### src/hw/mrc_pkg.sv
// Package with register map, field positions, reset values and timing for the monitor block
package mrc_pkg;
  localparam logic [7:0] ADDR_LOW_BITS   = 8'h05;
  localparam logic [7:0] ADDR_IN5_HIGH   = 8'h0c;
  localparam logic [7:0] ADDR_IN6_HIGH   = 8'h0d;
  localparam logic [7:0] ADDR_IN7_HIGH   = 8'h0e;
  localparam logic [7:0] ADDR_IN8_HIGH   = 8'h0f;
  localparam logic [7:0] ADDR_PRIMARY    = 8'h18;
  localparam logic [7:0] ADDR_SECONDARY  = 8'h19;
  localparam logic [7:0] UNMAPPED_DATA   = 8'h00;

  localparam logic [7:0] PRIMARY_RESET   = 8'h00;
  localparam logic [7:0] SECONDARY_RESET = 8'h00;
  localparam logic [7:0] RESULT_RESET    = 8'h00;
  localparam logic [1:0] LOW_RESET       = 2'h0;

  // Primary control fields
  localparam int MONITOR_ENABLE_POS = 0;
  localparam int PAIR_SELECT_LSB    = 1;
  localparam int IRQ_DISABLE_POS    = 5;
  localparam int IRQ_POLARITY_POS   = 6;
  localparam int POWER_DOWN_POS     = 7;
  // Secondary control fields
  localparam int CHANNEL_SEL_LSB    = 0;
  localparam int SINGLE_MODE_POS    = 4;

  localparam logic [1:0] PAIR_INPUTS     = 2'h0;
  localparam logic [1:0] PAIR_DIODE      = 2'h2;

  // Conversion channel codes
  localparam logic [3:0] CH_FIRST        = 4'h0;
  localparam logic [3:0] CH_IN5          = 4'h6;
  localparam logic [3:0] CH_LAST         = 4'h9;
  localparam int         NUM_HIGH_INPUTS = 4;

  // Pacing between conversions
  localparam int CLK_PERIOD_NS   = 100;
  localparam int CONV_GAP_NS     = 100000;
  localparam int CONV_GAP_CYCLES = CONV_GAP_NS / CLK_PERIOD_NS;

  typedef enum logic [1:0] {ST_IDLE, ST_PACE, ST_CONVERT} mrc_state_t;
endpackage

### src/hw/mrc_result_if.sv
// Interface carrying one conversion result between the sequencer and a result slice
`timescale 1ns/1ps
`default_nettype none
interface mrc_result_if;
  logic       capture;
  logic [9:0] data;
  logic [7:0] high;
  logic [1:0] low;
  modport slice (input capture, input data, output high, output low);
  modport owner (output capture, output data, input high, input low);
endinterface
`default_nettype wire

### src/hw/mrc_pace_div.sv
// Divider giving a one-cycle pacing pulse while conversions run
`timescale 1ns/1ps
`default_nettype none
module mrc_pace_div #(
  parameter int CYCLES = 1000
) (
  input  wire logic i_clk,
  input  wire logic i_reset,
  input  wire logic i_run,
  output logic      o_tick
);
  logic [15:0] count_q;
  logic [15:0] count_d;
  logic        tick_d;

  always_comb begin
    count_d = count_q;
    tick_d  = 1'b0;
    if (!i_run) begin
      count_d = 16'h0000;
    end else if (count_q == 16'(CYCLES - 1)) begin
      count_d = 16'h0000;
      tick_d  = 1'b1;
    end else begin
      count_d = 16'(count_q + 16'h0001);
    end
  end

  always_ff @(posedge i_clk) begin
    if (i_reset) begin
      count_q <= 16'h0000;
      o_tick  <= 1'b0;
    end else begin
      count_q <= count_d;
      o_tick  <= tick_d;
    end
  end
endmodule
`default_nettype wire

### src/hw/mrc_result_slice.sv
// One 10-bit conversion result, split into upper eight and lower two bits
`timescale 1ns/1ps
`default_nettype none
module mrc_result_slice
  import mrc_pkg::*;
(
  input  wire logic   i_clk,
  input  wire logic   i_reset,
  mrc_result_if.slice bus
);
  logic [7:0] high_q;
  logic [7:0] high_d;
  logic [1:0] low_q;
  logic [1:0] low_d;

  // Only a finished conversion loads the slice; host writes never reach it
  always_comb begin
    high_d = high_q;
    low_d  = low_q;
    if (bus.capture) begin
      high_d = bus.data[9:2];
      low_d  = bus.data[1:0];
    end
  end

  always_ff @(posedge i_clk) begin
    if (i_reset) begin
      high_q <= RESULT_RESET;
      low_q  <= LOW_RESET;
    end else begin
      high_q <= high_d;
      low_q  <= low_d;
    end
  end

  assign bus.high = high_q;
  assign bus.low  = low_q;
endmodule
`default_nettype wire

### src/hw/mrc_monitor_regs.sv
// Result and control registers of the monitor with its conversion sequencer
`timescale 1ns/1ps
`default_nettype none
// Contract
// - Offset 0c holds input five upper bits; low-bits register 05 bits 1:0 complete it.
// - Offset 0d holds input six upper bits; register 05 bits 3:2 complete it.
// - Offset 0e holds input seven upper bits; register 05 bits 5:4 complete it.
// - Offset 0f holds input eight upper bits; register 05 bits 7:6 complete it.
// - Conversions run only while monitor enable bit 0 is set, either mode.
// - Pair select code 00 routes inputs one and two, code 10 the diode.
// - Interrupt output driven only while its disable bit 5 is zero.
// - Interrupt polarity bit 6: zero active low, one active high.
// - Power-down bit 7 set stops analog and conversions; register access continues.
// - Writing power-down back to zero resumes normal operation.
// - Result registers and control one reset to zero.
// - Control two mode bit: zero round robin, one single channel.
module mrc_monitor_regs
  import mrc_pkg::*;
(
  input  wire logic       i_clk,
  input  wire logic       i_reset,
  input  wire logic       i_wr_en,
  input  wire logic       i_rd_en,
  input  wire logic [7:0] i_addr,
  input  wire logic [7:0] i_wr_data,
  input  wire logic       i_conv_done,
  input  wire logic [9:0] i_conv_data,
  input  wire logic       i_alarm,
  output logic      [7:0] o_rd_data,
  output logic            o_rd_valid,
  output logic            o_conv_start,
  output logic      [3:0] o_conv_channel,
  output logic            o_analog_power_en,
  output logic      [1:0] o_pair_select,
  output logic            o_irq,
  output logic            o_irq_oe
);
  logic [7:0] primary_q;
  logic [7:0] primary_d;
  logic [7:0] secondary_q;
  logic [7:0] secondary_d;

  logic       monitor_enable_bit;
  logic [1:0] input_pair_select;
  logic       irq_output_disable;
  logic       irq_polarity;
  logic       power_down_bit;
  logic       single_mode;
  logic [3:0] channel_sel;

  assign monitor_enable_bit = primary_q[MONITOR_ENABLE_POS];
  assign input_pair_select  = primary_q[PAIR_SELECT_LSB +: 2];
  assign irq_output_disable = primary_q[IRQ_DISABLE_POS];
  assign irq_polarity       = primary_q[IRQ_POLARITY_POS];
  assign power_down_bit     = primary_q[POWER_DOWN_POS];
  assign single_mode        = secondary_q[SINGLE_MODE_POS];
  assign channel_sel        = secondary_q[CHANNEL_SEL_LSB +: 4];

  // Control register writes; result offsets have no write path
  always_comb begin
    primary_d   = primary_q;
    secondary_d = secondary_q;
    if (i_wr_en) begin
      if (i_addr == ADDR_PRIMARY) begin
        primary_d = i_wr_data;
      end else if (i_addr == ADDR_SECONDARY) begin
        secondary_d = i_wr_data;
      end
    end
  end

  always_ff @(posedge i_clk) begin
    if (i_reset) begin
      primary_q   <= PRIMARY_RESET;
      secondary_q <= SECONDARY_RESET;
    end else begin
      primary_q   <= primary_d;
      secondary_q <= secondary_d;
    end
  end

  // Result slices for inputs five to eight
  mrc_result_if res_if [NUM_HIGH_INPUTS] ();
  mrc_state_t   state_q;
  mrc_state_t   state_d;
  logic   [3:0] chan_q;
  logic   [3:0] chan_d;
  logic   [3:0] rr_q;
  logic   [3:0] rr_d;
  logic         start_d;
  logic         run;
  logic         tick;
  logic         done_ok;
  logic   [7:0] high_word [NUM_HIGH_INPUTS];
  logic   [7:0] low_bits;

  assign done_ok = (state_q == ST_CONVERT) && i_conv_done;

  for (genvar g = 0; g < NUM_HIGH_INPUTS; g++) begin : g_result
    assign res_if[g].capture = done_ok && ((chan_q - CH_IN5) == 4'(g));
    assign res_if[g].data    = i_conv_data;
    assign high_word[g]      = res_if[g].high;
    assign low_bits[2*g +: 2] = res_if[g].low;
    mrc_result_slice u_slice (
      .i_clk   (i_clk),
      .i_reset (i_reset),
      .bus     (res_if[g])
    );
  end

  // Reserved single-channel codes start nothing
  assign run = monitor_enable_bit && !power_down_bit
               && (!single_mode || channel_sel <= CH_LAST);

  mrc_pace_div #(
    .CYCLES (CONV_GAP_CYCLES)
  ) u_pace (
    .i_clk   (i_clk),
    .i_reset (i_reset),
    .i_run   (run),
    .o_tick  (tick)
  );

  always_comb begin
    state_d = state_q;
    chan_d  = chan_q;
    rr_d    = rr_q;
    start_d = 1'b0;
    case (state_q)
      ST_IDLE: begin
        if (run) begin
          state_d = ST_PACE;
        end
      end
      ST_PACE: begin
        if (!run) begin
          state_d = ST_IDLE;
        end else if (tick) begin
          chan_d  = single_mode ? channel_sel : rr_q;
          start_d = 1'b1;
          state_d = ST_CONVERT;
        end
      end
      ST_CONVERT: begin
        if (!run) begin
          state_d = ST_IDLE;
        end else if (i_conv_done) begin
          state_d = ST_PACE;
          if (!single_mode) begin
            rr_d = (rr_q == CH_LAST) ? CH_FIRST : 4'(rr_q + 4'h1);
          end
        end
      end
      default: begin
        state_d = ST_IDLE;
      end
    endcase
  end

  always_ff @(posedge i_clk) begin
    if (i_reset) begin
      state_q      <= ST_IDLE;
      chan_q       <= CH_FIRST;
      rr_q         <= CH_FIRST;
      o_conv_start <= 1'b0;
    end else begin
      state_q      <= state_d;
      chan_q       <= chan_d;
      rr_q         <= rr_d;
      o_conv_start <= start_d;
    end
  end

  assign o_conv_channel = chan_q;

  // Register reads, answered one cycle later
  logic [7:0] rd_data_d;

  always_comb begin
    rd_data_d = UNMAPPED_DATA;
    if (i_addr == ADDR_LOW_BITS) begin
      rd_data_d = low_bits;
    end else if (i_addr == ADDR_IN5_HIGH) begin
      rd_data_d = high_word[0];
    end else if (i_addr == ADDR_IN6_HIGH) begin
      rd_data_d = high_word[1];
    end else if (i_addr == ADDR_IN7_HIGH) begin
      rd_data_d = high_word[2];
    end else if (i_addr == ADDR_IN8_HIGH) begin
      rd_data_d = high_word[3];
    end else if (i_addr == ADDR_PRIMARY) begin
      rd_data_d = primary_q;
    end else if (i_addr == ADDR_SECONDARY) begin
      rd_data_d = secondary_q;
    end
  end

  always_ff @(posedge i_clk) begin
    if (i_reset) begin
      o_rd_data  <= UNMAPPED_DATA;
      o_rd_valid <= 1'b0;
    end else begin
      o_rd_valid <= i_rd_en;
      if (i_rd_en) begin
        o_rd_data <= rd_data_d;
      end
    end
  end

  // Pin-facing outputs
  logic       power_en_d;
  logic [1:0] pair_d;
  logic       irq_d;
  logic       irq_oe_d;

  always_comb begin
    power_en_d = !power_down_bit;
    pair_d     = input_pair_select;
    irq_oe_d   = !irq_output_disable;
    irq_d      = i_alarm ? irq_polarity : !irq_polarity;
  end

  always_ff @(posedge i_clk) begin
    if (i_reset) begin
      o_analog_power_en <= 1'b1;
      o_pair_select     <= PAIR_INPUTS;
      o_irq_oe          <= 1'b0;
      o_irq             <= 1'b1;
    end else begin
      o_analog_power_en <= power_en_d;
      o_pair_select     <= pair_d;
      o_irq_oe          <= irq_oe_d;
      o_irq             <= irq_d;
    end
  end
endmodule
`default_nettype wire

### config.mk
export PLATFORM = sky130hd
export DESIGN_NAME = mrc_monitor_regs
export DESIGN_NICKNAME = d
export VERILOG_FILES = /design/src/hw/mrc_pkg.sv /design/src/hw/mrc_result_if.sv /design/src/hw/mrc_pace_div.sv /design/src/hw/mrc_result_slice.sv /design/src/hw/mrc_monitor_regs.sv
export SDC_FILE = /design/constraint.sdc
export NUM_CORES = 1
export LEC_CHECK = 0
export BUFFER_PORTS_ARGS = -buffer_cell sky130_fd_sc_hd__buf_2
export CELL_PAD_IN_SITES_DETAIL_PLACEMENT = 0
export CELL_PAD_IN_SITES_GLOBAL_PLACEMENT = 1
export CORE_MARGIN = 1.5
export CORE_UTILIZATION = 41
export CTS_BUF_LIST = sky130_fd_sc_hd__clkbuf_4 sky130_fd_sc_hd__clkbuf_8 sky130_fd_sc_hd__clkbuf_16
export DETAILED_ROUTE_END_ITERATION = 8
export PLACE_DENSITY_LB_ADDON = 0.1
export SETUP_SLACK_MARGIN = 0.3
export SLEW_MARGIN = 20
export SYNTH_ARGS = -nofsm -noshare
export SYNTH_HDL_FRONTEND = slang
export SYNTH_SLANG_ARGS = --single-unit
### constraint.sdc
create_clock -name i_clk -period 2 [get_ports i_clk]
set_input_delay 0.4 -clock i_clk [delete_from_list [all_inputs] [get_ports i_clk]]
set_output_delay 0.4 -clock i_clk [all_outputs]
set_load 0.005 [all_outputs]
==> results.md, run 1 <==
- GP Congestion: 0.839
- Clk root buf: clkbuf_8
- DR iter-0 viols: 105
- Post-DR vias/cell: 5.42
- Startpoint Class: flip-flop
- Critical path startpoint: o_conv_channel[1]
- Longest Clk Path Bufs: 2
- Endpoints failing hold: 0
- Synthesis warning total: 0
- Predominant post-synthesis flop cell: dfxtp_1
- Number of synthesized register bits: 98
- Port Buf Inserts: 50
- Initial antenna violation count: 0
- Filler Cell Count: 1031
- Mean post-synth cell area: 9.43 sq um
- Layout area overhead: 22.3%
- Crit-path max FO: 10
- Placeable Area: 0.0108 sq mm
- P_leak: 0.00218 uW
- Fin crit period: 1.79 ns
- First-pass GRT wire length: 18700 microns
- Total global-route track usage: 21.0%
- Reg2Reg Capture Point: g_result[2].u_slice.bus.high[7]
- Worst-path clk slew: 0.10 ns
- Worst Tran Pin Value: 0.690 ns
- Total global routing overflow: 0
- Status: finished clean
- Die area: 0.0117 sq mm
- Unrepaired setup endpoints after global routing: yes
- Syn nets: 515
- Layout cell share with drive strength beyond 1: 24.6%
- Critical path endpoint: g_result[2].u_slice.bus.high[7]
- Post-synth EDFFs: 0
- Setup TNS: 0 ns
- Die height: 108 microns
- CTS tree: yes
- Die X: 108 microns
- Multi-input gate area: 0.00257 sq mm
- # setup viols final: 0
- Wirelength per Cell: 16.9 microns
- # nets final: 577
- Worst endpoint required time: 2.27 ns
- Vias in the first global route: 3670
- Final hold slack: 0.237 ns
- Reg2Reg Setup Slack: 0.21 ns
- Hold Path Class: in -> reg
- Hold path start: i_alarm
- # Max-Cap Violations: 0
- N_diodes: 0
- Kind of critical path: reg -> reg
- Slew HR: 53.9%
- CP endpoint kind: flip-flop
- Rows: 38
- Mapped cell area: 0.00454 sq mm
- Final period utilization: 89.6%
- Fmax: 558 MHz
- Worst Path Arrival: 2.06 ns
- DR vias: 3731
- Total Power: 3640 uW
- Largest net degree at the start of global routing: 28
- TritonRoute pass-1 iters: 4
- Num ports: 51
- Cell variety after synth: 46
- Total CTS buffers: 9
- Pwr Density: 657 mW/mm^2
- Clk sinks: 98
- Cell depth of the worst flop-to-flop path: 6
- Asr flop ratio synth: 0%
- Critical R2R Launch: o_conv_channel[1]
- Max Slew Vio Count: 0
- Sequential share of the synthesized area: 43.2%
- Final wirelength: 11600 microns
- H-tree depth: 3
- Initial Util: 42.0%
- Worst skew pair latency: 0.38 ns
- Syn Inst Count: 481
- Post-route ant nets: 0
- FF+latch area: 0.00197 sq mm
- Max VDD drop: 0.359 mV
- DP HPWL: 8250 microns
- Hold path cells: 3
- Detailed-route DRC error count: 0
- Layout Skew: 0.0132 ns
-- synth_stat cells, types with 9 or more instances --
library cell  count  area [sq um]
dfxtp_1          98          1960
nand3b_1         10          75.1
o221ai_1          9          78.8
mux2i_1          71           711
nand2_1          18          67.6
clkbuf_1         32           120
nor2_1           80           300
xor2_1           11          96.3
nor3_1            9          45.0
and2_1           10          62.6
nand4_1          15          93.8
-- worst min-delay path by stage --
stage	endpoint	slack, ns
2_1_floorplan	o_analog_power_en	0.39
5_1_grt	o_irq	0.24
3_3_place_gp	u_pace.count_q[0]	0.43
3_5_place_dp	o_analog_power_en	0.42
6_report	o_irq	0.24
4_1_cts	o_irq	0.22
-- critical path: stages (launching register included) --
cell      delay [ns]
dfxtp_4         0.40
ha_4            0.21
nor4bb_4        0.32
nor4bb_4        0.30
buf_12          0.20
mux2i_1         0.19
nor2_1          0.05
-- cells by family after synthesis --
logic type                 after synthesis  synth area share, %
AOI/OAI and AO/OA                       55                 8.69
xor gates and xnor gates                13                 2.51
adders and majority gates                2                0.551
buffers and inverters                   39                 3.42
DFF                                     98                 43.2
muxes                                   74                 16.4
and+or+nand+nor                        200                 25.2
-- cell type report --
class / count / share of cell area [%]
tap: 140 / 3.16
sequential: 98 / 35.4
clock inverter: 4 / 1.33
timing repair buffer: 85 / 10.6
multi-input combinational: 345 / 46.4
clock buffer: 12 / 2.86
inverter: 4 / 0.271
-- stage by stage --
step | instance area [sq um] | worst slack [ns] | utilization [%] | cells
final | 5550 | 0.208 | 51.4 | 688
after global routing | 5550 | 0.0608 | 51.4 | 688
after CTS | 5470 | 0.148 | 50.7 | 684
after detailed placement | 5240 | -0.0298 | 48.5 | 668
after global placement | 5240 | -0.00713 | 48.5 | 668
after floorplan | 4660 | 0.0952 | - | 481
-- registers in the layout (all words and copies together) (netlist names) --
register	count
o_conv_channel	4
o_rd_data	8
state_q	2
u_pace.o_tick	1
secondary_q	8
o_analog_power_en	1
o_irq_oe	1
o_pair_select	2
primary_q	8
o_rd_valid	1
o_irq	1
rr_q	4
g_result.u_slice.bus.high	32
g_result.u_slice.bus.low	8
u_pace.count_q	16
o_conv_start	1
-- placed cells by master (no fill, tap or decap), drive strengths merged, types with 9 or more instances in the layout --
cell type   n
dfxtp      98
buf        85
nor2       80
mux2i      71
nand2      19
nand4      15
clkbuf     12
o21ai      12
xor2       11
nand3b     10
and2       10
nor3        9
o221ai      9
-- report_power, final --
group / internal [uW] / switching, uW / total (uW) / leakage [uW]
logic: 75.4 / 134 / 209 / 0.00127
clock network: 787 / 694 / 1480 / 0.000120
registers: 1950 / 1.34 / 1950 / 0.000791
-- routing by layer --
layer	global-route usage [%]	vias to the layer above	routed length (microns)	share of wire (%)
li1	-	1864	-	-
met3	4.46	17	466	4.0
met5	0	-	0	0
met1	27.0	1800	5440	47
met2	34.4	50	5520	48
met4	7.71	0	186	1.6
-- what timing repair did --
| action | 4_1_cts | 5_1_grt |
|---|---|---|
| hold buffers | 0 | 0 |
| pin swaps | 1 | 3 |
| resized for setup | 1 | 11 |
| setup buffers | 0 | 3 |
| endpoints found under the setup margin | 26 | 59 |
| gates cloned | 0 | 1 |
No activity file was read; power rests on OpenSTA's default activity.
==> run 2: changes to the inputs <==
CTS_CLUSTER_SIZE = 10   (was unset)
clock period = 1.6 ns   (was 2 ns; I/O delays follow)
==> run 2 against run 1 <==
The flow now finishes with violations (setup timing). Worst setup slack got worse by 0.35 ns. Non-clock buffer count increased by 26. Critical path depth stayed put. Sequential share of layout area shrank 2.4 points. Core utilization increased by 4.5 points. Global-route usage increased by 0.74 points. Sequential cell count did not move. First-iteration DRC count grew 26%. Largest cell class unchanged. Via count grew 4.0%. Die area stayed put. Clock skew shrank 0.00072 ns. Maximum frequency grew 3.0%.
==> results.md, run 2 (synthesis results as in run 1) <==
- Most frequent cells in the layout: nor2_1 (79), dfxtp_1 (77), mux2i_1 (70)
- Flop pwr share: 56.5% (+2.9 points)
- Layout area overhead: 33.1%
- Hold Path Class: in -> reg
- Critical R2R Launch: o_conv_channel[2]
- Failing checks: setup timing
- Most frequent CP cell: nor4bb_4
- Hold Buf Count CTS: 0 (unchanged)
- Crit-path max FO: 10 (unchanged)
- Max VDD drop: 0.558 mV (+55%)
- Endpoints failing hold: 0 (unchanged)
- Largest register FFs: 32 (unchanged)
- Cell depth of the worst flop-to-flop path: 6 (unchanged)
- DR iter-0 viols: 132 (+26%)
- CP endpoint kind: flip-flop
- Vias in the first global route: 3713 (+1.2%)
- Total global-route track usage: 21.7% (+0.74 points)
- Worst endpoint required time: 1.86 ns (-0.41 ns)
- Net Sw Power: 1080 uW (+30%)
- Filler Cell Count: 973 (-5.6%)
- First-pass GRT wire length: 19200 microns (+3.1%)
- Total global routing overflow: 0 (unchanged)
- Die area: 0.0117 sq mm (unchanged)
- Clk sinks: 98 (unchanged)
- P_leak: 0.00236 uW (+8.6%)
- Crit path largest cell delay: 0.35 ns (-0.05 ns)
- Post-route ant nets: 0 (unchanged)
- Status: complete, but fails checks
- Initial Util: 42.0% (unchanged)
- Hold path cells: 3 (unchanged)
- Fin crit period: 1.74 ns (-0.0530 ns)
- Comb pwr share: 6.9% (+1.2 points)
- DP HPWL: 8510 microns (+3.2%)
- Worst-path clk slew: 0.10 ns (about the same)
- Clock share of power: 36.7% (-4.0 points)
- Internal power: 3240 uW (+15%)
- Worst Path Arrival: 2.00 ns (-0.06 ns)
- Largest net degree at the start of global routing: 30 (+7.1%)
- Wirelength per Cell: 17.1 microns (+1.2%)
- Worst Tran Pin Value: 0.657 ns (-0.0325 ns)
- Unrepaired setup endpoints after global routing: yes
- Final period utilization: 109% (+19 points)
- Commonest non-fill, non-tap cell in the layout: nor2_1
- Total CTS buffers: 9 (unchanged)
- Placeable Area: 0.0108 sq mm (unchanged)
- TritonRoute pass-1 iters: 4 (unchanged)
- Clk root buf: clkbuf_8
- CP Cell Sequence: ha_4 -> nor4bb_4 -> nor4bb_4 -> buf_12 -> mux2i_1 -> nor2_1
- Detailed-route DRC error count: 0 (unchanged)
- Final wirelength: 12200 microns (+4.9%)
- DR vias: 3882 (+4.0%)
- Startpoint Class: flip-flop
- N_diodes: 0 (unchanged)
- CTS tree: yes
- # Max-Cap Violations: 0 (unchanged)
- Rows: 38 (unchanged)
- GP Congestion: 0.784 (-6.6%)
- Hold path start: i_alarm
- Max Slew Vio Count: 0 (unchanged)
- Longest Clk Path Bufs: 2 (unchanged)
- Fmax: 575 MHz (+3.0%)
- # setup viols final: 40 (+40)
- Initial antenna violation count: 0 (unchanged)
- Total Power: 4320 uW (+19%)
- # nets final: 603 (+4.5%)
- Worst setup slack after layout: -0.139 ns (-0.347 ns)
- Die X: 108 microns (unchanged)
- Post-DR vias/cell: 5.44 (+0.40%)
- Kind of critical path: reg -> reg
- Critical path startpoint: o_conv_channel[2]
- Slew HR: 56.0% (+2.2 points)
- Num ports: 51 (unchanged)
- Port Buf Inserts: 50 (unchanged)
- Die height: 108 microns (unchanged)
- Sw Share: 24.9% (+2.1 points)
- Critical path's slowest cell: dfxtp_2
- H-tree depth: 3 (unchanged)
- Layout cell share with drive strength beyond 1: 37.5% (+13 points)
- Layout Skew: 0.0124 ns (-0.000721 ns)
- Pwr Density: 715 mW/mm^2 (+8.9%)
- Worst skew pair latency: 0.38 ns (about the same)
- Setup TNS: -3.45 ns (-3.45 ns)
[run 2: path summary, 6_finish.rpt]
path	endpoint	slack, ns
setup reg to reg	g_result[2].u_slice.bus.low[1]	-0.14
setup / recovery	g_result[2].u_slice.bus.low[1]	-0.14
hold / removal	o_irq	0.17
hold reg to reg	o_analog_power_en	0.44
[run 2: critical path, delay by kind of cell, from the launching register on]
kind                     cells  cell delay [ns]
adder cells (fa/ha/maj)      1             0.24
buffers and inverters        1             0.19
flip-flops                   1             0.35
multiplexers                 1             0.19
AND/OR/NAND/NOR              3             0.63
[run 2: area by class of cell]
cell class	instances	area [sq um]	area share [%]
flip-flops and latches	98	1990	33.0
multi-input cells	345	2810	46.5
repair buffers	111	862	14.3
clock inverters	4	25.0	0.414
well taps	140	175	2.90
inverters	4	15.0	0.249
clock buffers	11	163	2.69
[run 2: timing repair]
item | in CTS | in global routing
cloned | 1 | 0
gates resized for setup | 79 | 16
endpoints found under the setup margin | 90 | 93
setup buffers | 16 | 2
pin swaps | 34 | 11
[run 2: metrics by stage]
step | setup slack (ns) | util (%) | area, sq um | instances | hold slack [ns]
final | -0.139 | 56.0 | 6040 | 713 | 0.171
after global routing | -0.227 | 56.0 | 6040 | 713 | 0.166
after CTS | -0.147 | 55.1 | 5950 | 711 | 0.161
after detailed placement | -0.336 | 49.5 | 5340 | 679 | 0.409
after global placement | -0.306 | 49.5 | 5340 | 679 | 0.395
after floorplan | -0.225 | - | 4740 | 481 | 0.390
[run 2: routing by layer]
metal | part of all wire, % | up-vias | GRT usage (%)
met2 | 49 | 49 | 35.9
met4 | 2.1 | 0 | 9.21
met1 | 47 | 1892 | 28.0
met3 | 2.7 | 16 | 3.56
met5 | 0 | - | 0
li1 | - | 1925 | -
[run 2: power by group through the flow]
stage / logic [uW] / clock network, uW / registers, uW
after global placement: 257 / 0 / 2500
after global routing: 317 / 1720 / 2440
after CTS: 290 / 1620 / 2440
after floorplan: 129 / 0 / 2500
after detailed placement: 262 / 0 / 2500
final: 296 / 1580 / 2440
==> run 3: changes to the inputs <==
CORE_UTILIZATION = 45   (was 41)
MAX_ROUTING_LAYER = met4   (was unset)
clock period = 2.1 ns   (was 1.6 ns; I/O delays follow)
==> run 3 against run 2 <==
First-iteration DRC count shrank 15%. Largest power group unchanged. The run now ends clean. Worst hold slack better by 0.11 ns. Wire length fell by 11%. Clock skew is 0.0015 ns lower. Sequential power fell by 24%. Critical endpoint is now g_result[2].u_slice.bus.high[6].
==> results.md, run 3 (synthesis results as in run 1) <==
- Vias in the first global route: 3404 (-8.3%)
- Reg2Reg Capture Point: g_result[2].u_slice.bus.high[6]
- Commonest non-fill, non-tap cell in the layout: dfxtp_1
- # Max-Cap Violations: 0 (unchanged)
- Total global routing overflow: 0 (unchanged)
- Rows: 36 (-5.3%)
- Detailed-route DRC error count: 0 (unchanged)
- TritonRoute pass-1 iters: 4 (unchanged)
- Hold Path Class: in -> reg
- Reg2Reg Setup Slack: 0.31 ns (+0.45 ns)
- Crit-path max FO: 5 (-5)
- Final period utilization: 85.0% (-24 points)
- DP HPWL: 7720 microns (-9.4%)
- Fmax: 560 MHz (-2.6%)
- CTS tree: yes
- Critical R2R Launch: o_conv_channel[2]
- Layout area overhead: 16.9%
- Clk root buf: clkbuf_8
- CP endpoint kind: flip-flop
- DR vias: 3663 (-5.6%)
- Layout cell share with drive strength beyond 1: 21.0% (-16 points)
- # setup viols final: 0 (-100%)
- CP Cell Sequence: ha_4 -> nor4bb_4 -> nor4bb_4 -> buf_6 -> mux2i_1 -> nor2_1
- Post-DR vias/cell: 5.47 (+0.41%)
- Crit path largest cell delay: 0.35 ns (about the same)
- Longest Clk Path Bufs: 2 (unchanged)
- Worst skew pair latency: 0.37 ns (about the same)
- Initial Util: 46.4% (+4.4 points)
- Inst Count DP: 652 (-4.0%)
- Port Buf Inserts: 50 (unchanged)
- Initial antenna violation count: 0 (unchanged)
- Unrepaired setup endpoints after global routing: yes
- Die area: 0.0107 sq mm (-8.6%)
- Endpoints failing hold: 0 (unchanged)
- Fin crit period: 1.79 ns (+0.0456 ns)
- Final Cell Area: 0.00530 sq mm (-12%)
- P_leak: 0.00209 uW (-12%)
- H-tree depth: 3 (unchanged)
- Worst endpoint required time: 2.35 ns (+0.49 ns)
- Clk sinks: 98 (unchanged)
- Area of placed instances: 0.00504 sq mm (-5.6%)
- Worst Tran Pin Value: 0.580 ns (-0.0771 ns)
- Total global-route track usage: 22.1% (+0.43 points)
- Critical path endpoint: g_result[2].u_slice.bus.high[6]
- Placeable Area: 0.00977 sq mm (-9.4%)
- Slew HR: 61.2% (+5.2 points)
- Largest net degree at the start of global routing: 32 (+6.7%)
- Pwr Density: 613 mW/mm^2 (-14%)
- Wirelength per Cell: 16.2 microns (-5.0%)
- Cell depth of the worst flop-to-flop path: 6 (unchanged)
- Critical path's slowest cell: dfxtp_2
- Most frequent CP cell: nor4bb_4
- Worst Path Arrival: 2.04 ns (+0.04 ns)
- Largest register FFs: 32 (unchanged)
- Kind of critical path: reg -> reg
- Post-route ant nets: 0 (unchanged)
- Final wirelength: 10900 microns (-11%)
- Most frequent cells in the layout: dfxtp_1 (96), nor2_1 (80), mux2i_1 (71)
- Total CTS buffers: 9 (unchanged)
- Max VDD drop: 0.364 mV (-35%)
- Critical path startpoint: o_conv_channel[2]
- Die X: 103 microns (-4.4%)
- First-pass GRT wire length: 17500 microns (-9.3%)
- Worst-path clk slew: 0.09 ns (about the same)
- Max Slew Vio Count: 0 (unchanged)
- Post-Layout Cell Count: 670 (-6.0%)
- Die height: 103 microns (-4.4%)
- GP Congestion: 0.878 (+12%)
- # nets final: 567 (-6.0%)
- N_diodes: 0 (unchanged)
- Num ports: 51 (unchanged)
- DR iter-0 viols: 112 (-15%)
- Startpoint Class: flip-flop
- Setup TNS: 0 ns (+3.45 ns)
- Status: finished clean
- Layout Skew: 0.0110 ns (-0.00146 ns)
run 3: cell types whose count changed in the layout (fill, tap and decap cells not counted), moves of 6 or more:
cell / change
a311oi_1: +6
a311oi_2: -6
buf_2: +7
buf_4: -23
buf_6: -13
dfxtp_1: +19
dfxtp_2: -18
nor3_1: +8
o221ai_1: +7
o221ai_2: -7
or4b_4: -7
run 3: where the power goes:
group | internal [uW] | switching, uW | total [uW] | leakage (uW)
clock network | 556 | 652 | 1210 | 0.0000955
registers | 1860 | 1.24 | 1860 | 0.000791
logic | 63.8 | 118 | 182 | 0.00120
total | 2480 | 771 | 3250 | 0.00209
run 3: how the worst min path moves through the flow:
stage | start | end | slack [ns] | depth (start not counted)
after global placement | u_pace.count_q[0] | u_pace.count_q[0] | 0.42 | 1
after floorplan | primary_q[7] | o_analog_power_en | 0.39 | 1
final | i_alarm | o_irq | 0.28 | 3
after detailed placement | u_pace.count_q[0] | u_pace.count_q[0] | 0.43 | 1
after global routing | i_alarm | o_irq | 0.28 | 3
after CTS | i_alarm | o_irq | 0.27 | 3
run 3: final cells by class:
| class | instances | area, sq um |
|---|---|---|
| Fill cell | 923 | 4470 |
| Multi-Input combinational cell | 344 | 2490 |
| Sequential cell | 98 | 1970 |
| Timing Repair Buffer | 76 | 473 |
| Tap cell | 133 | 166 |
| Clock buffer | 10 | 131 |
| Clock inverter | 5 | 56.3 |
| Inverter | 4 | 15.0 |
run 3: metal layers:
| layer | global-route usage, % | part of all wire [%] | up-vias |
|---|---|---|---|
| met4 | 9.77 | 2.5 | 0 |
| met3 | 4.50 | 3.8 | 19 |
| li1 | - | - | 1841 |
| met1 | 28.8 | 48 | 1741 |
| met2 | 33.2 | 46 | 62 |
| met5 | - | 0 | - |
run 3: stage by stage:
stage	hold WS (ns)	utilization (%)	total power (uW)	setup WS, ns
after CTS	0.267	54.1	3280	0.207
after floorplan	0.390	-	2000	0.175
after detailed placement	0.432	51.6	2090	-0.0425
after global routing	0.280	54.3	3380	0.203
after global placement	0.425	51.6	2080	0.00922
final	0.277	54.3	3250	0.315
run 3: repair_timing:
item / CTS / global route
resized for setup: 9 / 5
buffers inserted: 2 / 0
gates cloned: 1 / 0
endpoints found under the setup margin: 10 / 57
pin swaps: 3 / 3
hold buffers: 0 / 0
run 3: worst max-delay path, delay by kind of cell, from the launching register on:
family / cells / cell delay [ns]
buffers and inverters: 1 / 0.20
multiplexers: 1 / 0.20
AND/OR/NAND/NOR: 3 / 0.66
adder cells (fa/ha/maj): 1 / 0.25
flip-flops: 1 / 0.35
